`src/port_group_pkg.sv`:
```
/*
  port_group_pkg: offsets, reset values and field layout for the parallel port group.
  Assumes a byte-wide register port with one-cycle read latency on clk_sys.
*/
// Notes on behaviour
// - direction bit 0 input, 1 output; write-only; port A bit7 resets by mode.
// - port 4 pull-up acts only while that pin's direction bit is 0.
// - port 7 read returns current levels of its eight pins, nothing stored.
// - port 9 data has bits 5..0 writable, reset 0, read back from the pins; bits 7,6 read 1.
// - port B data is eight read/write bits cleared at reset, driving output pins.
package port_group_pkg;
  localparam int           PORT_W          = 8;
  localparam int           ADDR_W          = 8;
  localparam logic [7:0]   OFF_PORT4_DIR   = 8'hC5;
  localparam logic [7:0]   OFF_PORT4_DATA  = 8'hC7;
  localparam logic [7:0]   OFF_PORT6_DATA  = 8'hCB;
  localparam logic [7:0]   OFF_PORT7_PINS  = 8'hCE;
  localparam logic [7:0]   OFF_PORT8_DATA  = 8'hCF;
  localparam logic [7:0]   OFF_PORTA_DIR   = 8'hD1;
  localparam logic [7:0]   OFF_PORT9_DATA  = 8'hD2;
  localparam logic [7:0]   OFF_PORTA_DATA  = 8'hD3;
  localparam logic [7:0]   OFF_PORTB_DIR   = 8'hD4;
  localparam logic [7:0]   OFF_PORTB_DATA  = 8'hD6;
  localparam logic [7:0]   OFF_PORT4_PULL  = 8'hDA;
  localparam logic [7:0]   RST_DATA        = 8'h00;
  localparam logic [7:0]   RST_DIR         = 8'h00;
  localparam logic [7:0]   RST_PULL        = 8'h00;
  localparam logic [7:0]   PORT9_MASK      = 8'h3F;
  localparam logic [7:0]   PORT9_FILL      = 8'hC0;
  localparam int           PORTA_MSB       = 7;
endpackage : port_group_pkg

```
`src/pin_bus_if.sv`:
```
/*
  pin_bus_if: carries one bidirectional port's pin signals between modules.
  Assumes one clock domain; pin levels here are already synchronised.
*/
`timescale 1ns/1ps
interface pin_bus_if #(parameter int W = 8);
  logic [W-1:0] dir;
  logic [W-1:0] data;
  logic [W-1:0] pinLevel;
  logic [W-1:0] readBack;
  modport ctl (output dir, output data, input readBack);
  modport pin (input dir, input data, input pinLevel, output readBack);
endinterface : pin_bus_if

```
`src/port_readback.sv`:
```
/*
  port_readback: per-bit read view of one port: stored data on outputs, pin on inputs.
  Assumes pinLevel is already synchronised to clk_sys.
*/
`timescale 1ns/1ps
module port_readback
#(
  parameter int W = 8
)
(
  // pin view
  pin_bus_if.pin bus
);
  genvar i;
  generate
    for (i = 0; i < W; i++)
    begin : g_bit
      assign bus.readBack[i] = bus.dir[i] ? bus.data[i] : bus.pinLevel[i];
    end
  endgenerate
endmodule : port_readback

```
`src/parallel_port_group.sv`:
```
/*
  parallel_port_group: byte-wide ports 4,6,7,8,9,A,B; direction control on ports 4, A and B, pull-up control on port 4.
  Assumes a one-cycle register port on clk_sys; pins come from outside and are
  synchronised by three flops, a change accepted once stages two and three agree.
*/
// Chosen here: strobed register access.
`timescale 1ns/1ps
module parallel_port_group
  import port_group_pkg::*;
#(
  parameter int NPORT = 6
)
(
  // clock and reset
  input  wire logic                        clk_sys,
  input  wire logic                        rst,
  // mode strap: high when operating in mode 1 or 2
  input  wire logic                        modeExpanded,
  // register port
  input  wire logic [port_group_pkg::ADDR_W-1:0] regAddr,
  input  wire logic [port_group_pkg::PORT_W-1:0] regWrData,
  input  wire logic                        regWr,
  input  wire logic                        regRd,
  output logic [port_group_pkg::PORT_W-1:0] regRdData,
  // pins of ports 4,6,8,9,A,B (index order): levels in, drive and enables out
  input  wire logic [NPORT*8-1:0]          pinIn,
  output logic [NPORT*8-1:0]               pinOut,
  output logic [NPORT*8-1:0]               pinOe,
  // port 4 pull-up enables
  output logic [port_group_pkg::PORT_W-1:0] port4Pullup,
  // port 7 input-only pins
  input  wire logic [port_group_pkg::PORT_W-1:0] port7Pins
);
  import port_group_pkg::*;

  // port index order inside pinIn, pinOut and pinOe
  localparam int P4 = 0;
  localparam int P6 = 1;
  localparam int P8 = 2;
  localparam int P9 = 3;
  localparam int PA = 4;
  localparam int PB = 5;
  localparam int NW = NPORT * 8 + 8;

  logic [7:0]    dirReg   [NPORT];
  logic [7:0]    dataReg  [NPORT];
  logic [7:0]    next_dirReg  [NPORT];
  logic [7:0]    next_dataReg [NPORT];
  logic [7:0]    pullReg;
  logic [7:0]    next_pullReg;
  logic [7:0]    readBack [NPORT];
  logic [NW-1:0] sync1;
  logic [NW-1:0] sync2;
  logic [NW-1:0] sync3;
  logic [NW-1:0] stable;
  logic [NW-1:0] next_stable;
  logic [7:0]    next_rdData;
  logic          strapTaken;
  logic          next_strapTaken;
  logic [NPORT*8-1:0] next_pinOut;
  logic [NPORT*8-1:0] next_pinOe;
  logic [7:0]    next_port4Pullup;

  // three-stage sync; stable moves only when stages two and three agree
  // the agreement stage costs a cycle of latency but rejects a one-cycle glitch
  always_comb
  begin
    for (int k = 0; k < NW; k++)
      next_stable[k] = (sync2[k] == sync3[k]) ? sync3[k] : stable[k];
  end

  always_ff @(posedge clk_sys or posedge rst)
  begin
    if (rst)
    begin
      sync1  <= '0;
      sync2  <= '0;
      sync3  <= '0;
      stable <= '0;
    end
    else
    begin
      sync1  <= {port7Pins, pinIn};
      sync2  <= sync1;
      sync3  <= sync2;
      stable <= next_stable;
    end
  end

  // each port's read view mixes stored bits and pin bits according to direction
  genvar g;
  generate
    for (g = 0; g < NPORT; g++)
    begin : g_port
      pin_bus_if #(.W(8)) pb ();
      assign pb.dir      = dirReg[g];
      assign pb.data     = dataReg[g];
      assign pb.pinLevel = stable[g*8 +: 8];
      assign readBack[g] = pb.readBack;
      port_readback #(.W(8)) u_rb
      (
        .bus (pb)
      );
    end
  endgenerate

  // register writes; strap for port A bit 7 taken once after reset release
  always_comb
  begin
    for (int p = 0; p < NPORT; p++)
    begin
      next_dirReg[p]  = dirReg[p];
      next_dataReg[p] = dataReg[p];
    end
    next_pullReg    = pullReg;
    next_strapTaken = 1'b1;
    // the strap is static around reset release, so it is taken without synchronisers
    if (!strapTaken)
      next_dirReg[PA][PORTA_MSB] = ~modeExpanded;
    if (regWr)
    begin
      if (regAddr == OFF_PORT4_DIR)
        next_dirReg[P4] = regWrData;
      else if (regAddr == OFF_PORTA_DIR)
        next_dirReg[PA] = regWrData;
      else if (regAddr == OFF_PORTB_DIR)
        next_dirReg[PB] = regWrData;
      else if (regAddr == OFF_PORT4_DATA)
        next_dataReg[P4] = regWrData;
      else if (regAddr == OFF_PORT6_DATA)
        next_dataReg[P6] = regWrData;
      else if (regAddr == OFF_PORT8_DATA)
        next_dataReg[P8] = regWrData;
      else if (regAddr == OFF_PORT9_DATA)
        next_dataReg[P9] = regWrData & PORT9_MASK;
      else if (regAddr == OFF_PORTA_DATA)
        next_dataReg[PA] = regWrData;
      else if (regAddr == OFF_PORTB_DATA)
        next_dataReg[PB] = regWrData;
      else if (regAddr == OFF_PORT4_PULL)
        next_pullReg = regWrData;
    end
  end

  // direction registers are write-only and read back as ones
  // idle cycles return zero so a stale answer never lingers on regRdData
  always_comb
  begin
    next_rdData = 8'h00;
    if (regRd)
    begin
      if (regAddr == OFF_PORT7_PINS)
        next_rdData = stable[NPORT*8 +: 8];
      else if (regAddr == OFF_PORT4_DATA)
        next_rdData = readBack[P4];
      else if (regAddr == OFF_PORT6_DATA)
        next_rdData = readBack[P6];
      else if (regAddr == OFF_PORT8_DATA)
        next_rdData = readBack[P8];
      else if (regAddr == OFF_PORT9_DATA)
        next_rdData = (readBack[P9] & PORT9_MASK) | PORT9_FILL;
      else if (regAddr == OFF_PORTA_DATA)
        next_rdData = readBack[PA];
      else if (regAddr == OFF_PORTB_DATA)
        next_rdData = readBack[PB];
      else if (regAddr == OFF_PORT4_PULL)
        next_rdData = pullReg;
      else if (regAddr == OFF_PORT4_DIR || regAddr == OFF_PORTA_DIR
               || regAddr == OFF_PORTB_DIR)
        next_rdData = 8'hFF;
    end
  end

  always_ff @(posedge clk_sys or posedge rst)
  begin
    if (rst)
    begin
      for (int p = 0; p < NPORT; p++)
      begin
        dirReg[p]  <= RST_DIR;
        dataReg[p] <= RST_DATA;
      end
      pullReg     <= RST_PULL;
      strapTaken  <= 1'b0;
    end
    else
    begin
      for (int p = 0; p < NPORT; p++)
      begin
        dirReg[p]  <= next_dirReg[p];
        dataReg[p] <= next_dataReg[p];
      end
      pullReg     <= next_pullReg;
      strapTaken  <= next_strapTaken;
    end
  end

  // pin drive follows the values being loaded, so pins move on the write edge itself
  always_comb
  begin
    next_pinOut = '0;
    next_pinOe  = '0;
    for (int p = 0; p < NPORT; p++)
    begin
      next_pinOut[p*8 +: 8] = next_dataReg[p];
      next_pinOe[p*8 +: 8]  = next_dirReg[p];
    end
    next_port4Pullup = next_pullReg & ~next_dirReg[P4];
  end

  // every top-level output comes straight from this stage
  always_ff @(posedge clk_sys or posedge rst)
  begin
    if (rst)
    begin
      pinOut      <= '0;
      pinOe       <= '0;
      port4Pullup <= '0;
      regRdData   <= '0;
    end
    else
    begin
      pinOut      <= next_pinOut;
      pinOe       <= next_pinOe;
      port4Pullup <= next_port4Pullup;
      regRdData   <= next_rdData;
    end
  end
endmodule : parallel_port_group

```
`config.mk`:
```
export PLATFORM = sky130hd
export DESIGN_NAME = parallel_port_group
export DESIGN_NICKNAME = d
export VERILOG_FILES = /design/src/port_group_pkg.sv /design/src/pin_bus_if.sv /design/src/port_readback.sv /design/src/parallel_port_group.sv
export SDC_FILE = /design/constraint.sdc
export NUM_CORES = 1
export LEC_CHECK = 0
export ABC_AREA = 1
export BUFFER_PORTS_ARGS = -buffer_cell sky130_fd_sc_hd__buf_2
export CELL_PAD_IN_SITES_DETAIL_PLACEMENT = 0
export CELL_PAD_IN_SITES_GLOBAL_PLACEMENT = 1
export CORE_ASPECT_RATIO = 1.5
export CORE_UTILIZATION = 30
export DETAILED_ROUTE_END_ITERATION = 10
export PLACE_DENSITY = 0.65
export SLEW_MARGIN = 25
export SYNTH_ARGS = -nofsm -noshare
export SYNTH_HDL_FRONTEND = slang
export SYNTH_SLANG_ARGS = --single-unit
```
`constraint.sdc`:
```
create_clock -name clk_sys -period 18.1 [get_ports clk_sys]
set_input_delay 3.62 -clock clk_sys [delete_from_list [all_inputs] [get_ports clk_sys]]
set_output_delay 3.62 -clock clk_sys [all_outputs]
set_load 0.02 [all_outputs]
```
==> results of run 1 <==
## power breakdown
part           total, mW  switching [mW]  leakage, nW  internal (mW)
sequential         0.762          0.0240         3.80          0.738
combinational     0.0987          0.0651         1.93         0.0336
clock              0.606           0.259        0.486          0.347
total               1.47           0.348         6.21           1.12
## critical path, cell delays in order
cell and delay [ns]:
buf_2 0.13, inv_8 0.57, buf_4 0.74, buf_4 0.80
## placed cells by master (no fill, tap or decap), types with 9 or more instances in the layout
| cell type | instances |
|---|---|
| inv_1 | 63 |
| maj3_1 | 54 |
| nand2_1 | 165 |
| o21ai_0 | 57 |
| buf_2 | 160 |
| o21ai_1 | 24 |
| conb_1 | 27 |
| clkbuf_16 | 31 |
| mux2_2 | 12 |
| dfrtp_1 | 311 |
| nor2_1 | 37 |
| nand3_1 | 9 |
| a21oi_1 | 20 |
## registers in the layout, indices dropped and copies added (netlist names), 3 cells and up
register	cells
stable	54
sync1	54
sync2	54
sync3	54
pinOut	45
g_port.pb.dir	21
port4Pullup	8
pullReg	8
regRdData	8
pinOe	3
## how the worst max path moves through the flow
stage	slack [ns]	start	cells after the start	endpoint
final	12.71	rst	4	pinOut[9]$_DFFE_PP0P_
after global placement	11.99	rst	4	sync1[5]$_DFF_PP0_
after floorplan	5.88	rst	1	g_port[0].pb.dir[0]$_DFF_PP0_
after detailed placement	11.94	rst	4	sync1[5]$_DFF_PP0_
after CTS	12.50	rst	4	pinOut[32]$_DFFE_PP0P_
after global routing	12.25	rst	4	stable[32]$_DFFE_PP0N_
## per-layer routing
layer	GRT usage, %	share of wire (%)	up-vias
li1	-	-	3089
met5	0	0.068	-
met4	4.66	2.2	4
met3	2.37	5.4	36
met1	16.8	41	3078
met2	25.4	52	194
## layout make-up
| type | instances | area [sq um] | share of cell area (%) |
|---|---|---|---|
| Clock inverter | 11 | 68.8 | 0.530 |
| Clock buffer | 44 | 905 | 6.97 |
| Tap cell | 473 | 592 | 4.56 |
| Sequential cell | 311 | 7780 | 60.0 |
| Antenna cell | 1 | 2.50 | 0.0193 |
| Timing Repair Buffer | 163 | 823 | 6.35 |
| Multi-Input combinational cell | 460 | 2530 | 19.5 |
| Inverter | 70 | 270 | 2.08 |
## per-stage QoR
step	worst slack, ns	instance area [sq um]	cells
4_1_cts	12.50	13000	1532
5_1_grt	12.25	13000	1532
6_report	12.71	13000	1533
3_5_place_dp	11.94	12000	1477
3_3_place_gp	11.99	12000	1477
2_1_floorplan	5.88	10800	880
## Yosys cell counts (all sizes together) (3+ instances only)
master	n	share of area [%]
clkbuf	5	0.17
dfrtp	311	72
mux2i	4	0.37
inv	69	2.4
mux2	12	1.3
nor2	39	1.5
a31oi	6	0.35
or2	8	0.47
o21ai	89	4.4
maj3	54	5.0
nand4	3	0.23
a21oi	20	0.93
o22ai	6	0.35
buf	34	2.3
nand2	172	6.2
o211ai	3	0.21
nand3	11	0.61
## logic make-up after synthesis
| group | Yosys count | synth area share (%) |
|---|---|---|
| flip-flops | 311 | 72.4 |
| adder cells (fa/ha/maj) | 54 | 5.03 |
| AO/OA/AOI/OAI | 125 | 6.36 |
| multiplexers | 16 | 1.63 |
| other | 2 | 0.0699 |
| buffers and inverters | 109 | 4.90 |
| AND/OR/NAND/NOR | 238 | 9.57 |
==> run_results.csv, run 1 <==
group,metric,value,unit
cts,cts_tree,"yes",
timing,final_max_slew_viol_count,0,
setup_path,rrSetupSlack,16.47,ns
setup_path,path_max_fanout,131,
placed_design,hpwl,17800,microns
floorplanning,start_util,30.5,%
setup_path,cp.required,18.67,ns
finish,finalNetCount,1114,
worst_hold_path,whs_path_depth,0,
run_status,status,"completed",
yosys,yosys_warnings,0,
yosys,yosysUniqueCellTypes,34,
floorplanning,pin_count,189,
drt,via_per_inst,4.18,
yosys,ys_ff_latch,311,
placed_design,port_buffers,160,
cts,cts.sinks,311,
finish,syn2layout_area_growth,20.7,%
drt,dr.pass1.iters,5,
finish,fin_util,36.8,%
drt,wire_per_inst,16.3,microns
drt,wirelength,24900,microns
yosys,ys.flop_type,"dfrtp_1",
global_route,antenna_found_initial,3,
drt,route.detailed.drc,0,
yosys,synthCells,855,
timing,period_needed,5.39,ns
timing,fmax,186,MHz
floorplanning,dieArea,0.0366,sq mm
timing,whs,0.343,ns
floorplanning,fp-row-count,84,
drt,ant_nets,0,
timing,tightest_slew,0.897,ns
timing,grt_setup_unrepaired,"no",
setup_path,reg2reg_to,"regRdData[5]$_DFF_PP0_",
yosys,avgSynthCellArea,12.6,sq um
cts,numCtsBuffers,31,
timing,post-route-period-util,29.8,%
cts,ctsResizeCount,0,
global_route,grtUsageTotal,14.1,%
cts,cts-root-buf,"clkbuf_16",
global_route,grt_pass1_wl,38100,microns
global_route,grt_max_degree,132,
global_route,grt_pass1_vias,6395,
pwr,ir_worst_vdd,0.0648,mV
setup_path,arrival,5.96,ns
timing,relSlewSlack,40.2,%
setup_path,cp-start-kind,"input pin",
floorplanning,die_h,234,microns
setup_path,r2r-start,"g_port[4].pb.dir[5]$_DFFE_PP0P_",
pwr,p_leak,6.21,nW
yosys,ys_seq_area_share,72.4,%
pwr,p_total,1.47,mW
finish,fill_cells,3490,
cts,postCtsHoldBufs,0,
floorplanning,die_x,157,microns
cts,cts_setup_buffers,0,
yosys,synthArstFlopShare,100,%
drt,drt-initial-drc-count,355,
setup_path,reg2regPathDepth,8,
finish,final_layout_size_suffix_gt1_share,24.7,%
timing,finalSetupViolations,0,
setup_path,setup.worst_path.end_class,"async pin",
setup_path,worstSetupPathType,"input pin to async pin",
timing,finalSetupTns,0,ns
flow_run,drv_cap,0,
cts,clk_latency,0.55,ns
cts,htreeDepth,1,
floorplanning,core_area,0.0352,sq mm
global_route,grt_overflow,0,
drt,dr_total_vias,6401,
pwr,power_density,113,mW/mm^2
yosys,synthesis.area,0.0107,sq mm
worst_hold_path,min_from,"sync1[21]$_DFF_PP0_",
cts,clkTransAtPathRegs,0.06,ns
placed_design,place.gp.congestion,0.789,
worst_hold_path,min_path_type,"flip-flop to flip-flop",
worst_hold_path,min_to,"sync2[21]$_DFF_PP0_",
cts,clockBufferDepth,3,
yosys,synth_edf_count,0,
timing,fin_skew,0.0128,ns
timing,finalHoldViolations,0,
Note: power is estimated with default switching activity, not from simulation.
==> inputs of run 2 (changes only) <==
- PLACE_DENSITY: 0.65 -> 0.67
- clock period: 18.1 -> 4.9 ns (I/O delays scaled with it)
==> run 2 against run 1 <==
  * Sequential cell count did not move
  * Sequential power rose to 3.7 times the previous value
  * Hold slack improved by 0.0028 ns
  * Core utilization rose by 0.15 points
  * Clock-buffer cell count rose by 2
  * Critical path depth rose by 2
  * Cell area rose by 0.41%
  * Die area did not move
  * Register-to-register slack got worse by 13 ns
  * Total power rose to 3.7 times the previous value
  * Combinational power rose to 3.7 times the previous value
  * Largest power group unchanged
==> run_results.csv, run 2 (synthesis results as in run 1) <==
group,metric,value,unit
cts,cts-root-buf,"clkbuf_16",
placed_design,dp_slack,1.90,ns
cts,cts_setup_buffers,0,
setup_path,cp.required,5.32,ns
pwr,ir_worst_vdd,0.232,mV
cts,cts_tree,"yes",
floorplanning,dieArea,0.0366,sq mm
finish,multi_input_area,0.00253,sq mm
finish,syn2layout_area_growth,21.2,%
floorplanning,pin_count,189,
timing,fin_skew,0.00859,ns
drt,drt-initial-drc-count,348,
finish,finalNetCount,1113,
setup_path,setup.worst_path.end_class,"flip-flop",
global_route,grt_overflow,0,
setup_path,arrival,2.83,ns
cts,postCtsHoldBufs,0,
floorplanning,die_h,234,microns
timing,post-route-period-util,49.1,%
setup_path,cpMaxStageDelayCell,"clkinv_1",
drt,via_per_inst,4.17,
placed_design,hpwl,17700,microns
timing,setup_ws,2.49,ns
finish,final_cell_mix,"dfrtp_1, nand2_1, buf_2",
floorplanning,die_x,157,microns
drt,wire_per_inst,16.1,microns
cts,clk_latency,0.55,ns
global_route,grt_max_degree,126,
timing,period_needed,2.41,ns
finish,fin_area,0.0130,sq mm
cts,clockBufferDepth,3,
cts,cts.sinks,311,
finish,fill_cells,3494,
worst_hold_path,min_path_type,"flip-flop to flip-flop",
run_status,status,"completed",
timing,finalHoldViolations,0,
floorplanning,fp-row-count,84,
cts,ctsResizeCount,0,
placed_design,place.gp.congestion,0.763,
finish,layout_commonest_cell,"dfrtp_1",
global_route,grtUsageTotal,13.8,%
pwr,p_total,5.50,mW
placed_design,placed_cell_area,0.0120,sq mm
floorplanning,core_area,0.0352,sq mm
setup_path,cp-start-kind,"input pin",
flow_run,drv_cap,0,
timing,finalSetupViolations,0,
drt,wirelength,24600,microns
cts,clkTransAtPathRegs,0.06,ns
global_route,grt_pass1_wl,37100,microns
setup_path,worstSetupPathType,"input pin to flip-flop",
timing,grt_setup_unrepaired,"no",
pwr,power_density,422,mW/mm^2
finish,final_layout_size_suffix_gt1_share,24.5,%
setup_path,path_cells,"buf_2 > clkinv_1 > nor3_4 > nand3_2 > nand2_1 > o21ai_2",
global_route,grt_pass1_vias,6302,
timing,relSlewSlack,46.9,%
timing,whs,0.346,ns
cts,numCtsBuffers,30,
pwr,p_leak,6.23,nW
timing,finalSetupTns,0,ns
placed_design,port_buffers,160,
drt,dr.pass1.iters,4,
finish,seqCellArea,0.00778,sq mm
floorplanning,start_util,30.5,%
drt,dr_total_vias,6389,
timing,fmax,415,MHz
timing,tightest_slew,0.794,ns
drt,route.detailed.drc,0,
setup_path,max_stage_delay,0.43,ns
setup_path,path_max_fanout,19,
global_route,antenna_found_initial,3,
drt,ant_nets,0,
cts,htreeDepth,1,
timing,final_max_slew_viol_count,0,
finish,antennaDiodeCount,0,
-- run 2: cell count changes in the layout (fill, tap and decap cells not counted), sizes merged --
cell | previous run | this run
inv | 71 | 68
clkbuf | 44 | 46
clkinv | 9 | 6
bufinv | 0 | 2
diode | 1 | 0
clkinvlp | 1 | 2
-- run 2: cell type report --
type | instances | share of cell area (%)
flip-flops and latches | 311 | 59.7
inverters | 70 | 2.05
multi-input cells | 460 | 19.4
clock buffers | 46 | 7.00
clock inverters | 8 | 0.740
well taps | 473 | 4.54
repair buffers | 163 | 6.51
-- run 2: routing by layer --
metal	vias up	part of all wire, %	track usage [%]
met5	-	0.17	0
met4	6	2.6	5.15
met3	39	4.7	2.24
met2	180	52	24.7
met1	3072	40	16.4
li1	3092	-	-
-- run 2: worst paths after layout --
| check | slack (ns) | depth (start not counted) | from | to |
|---|---|---|---|---|
| setup / recovery | 2.49 | 6 | regWr | pinOut[33]$_DFFE_PP0P_ |
| hold / removal | 0.35 | 0 | sync1[37]$_DFF_PP0_ | sync2[37]$_DFF_PP0_ |
| setup reg to reg | 3.32 | 8 | g_port[4].pb.dir[5]$_DFFE_PP0P_ | regRdData[5]$_DFF_PP0_ |
| hold reg to reg | 0.35 | 0 | sync1[37]$_DFF_PP0_ | sync2[37]$_DFF_PP0_ |
| max in group asynchronous | 3.26 | 3 | rst | pinOut[11]$_DFFE_PP0P_ |
| min in group asynchronous | 0.57 | 2 | rst | sync2[46]$_DFF_PP0_ |
-- run 2: power by group --
| part | switching (mW) | internal, mW | leakage (nW) | total [mW] |
|---|---|---|---|---|
| Clock | 0.938 | 1.38 | 0.496 | 2.32 |
| Combinational | 0.240 | 0.126 | 1.93 | 0.366 |
| Sequential | 0.0889 | 2.73 | 3.80 | 2.82 |
-- run 2: critical path: cells and delay by family --
family,cells,cell delay (ns)
and+or+nand+nor,3,0.97
buffers and inverters,2,0.79
AOI/OAI and AO/OA,1,0.07
-- run 2: stage by stage --
step,utilization [%],std cells
floorplan,-,880
global placement,34.1,1477
detailed placement,34.1,1477
CTS,37.0,1531
global route,37.0,1531
finish,37.0,1531
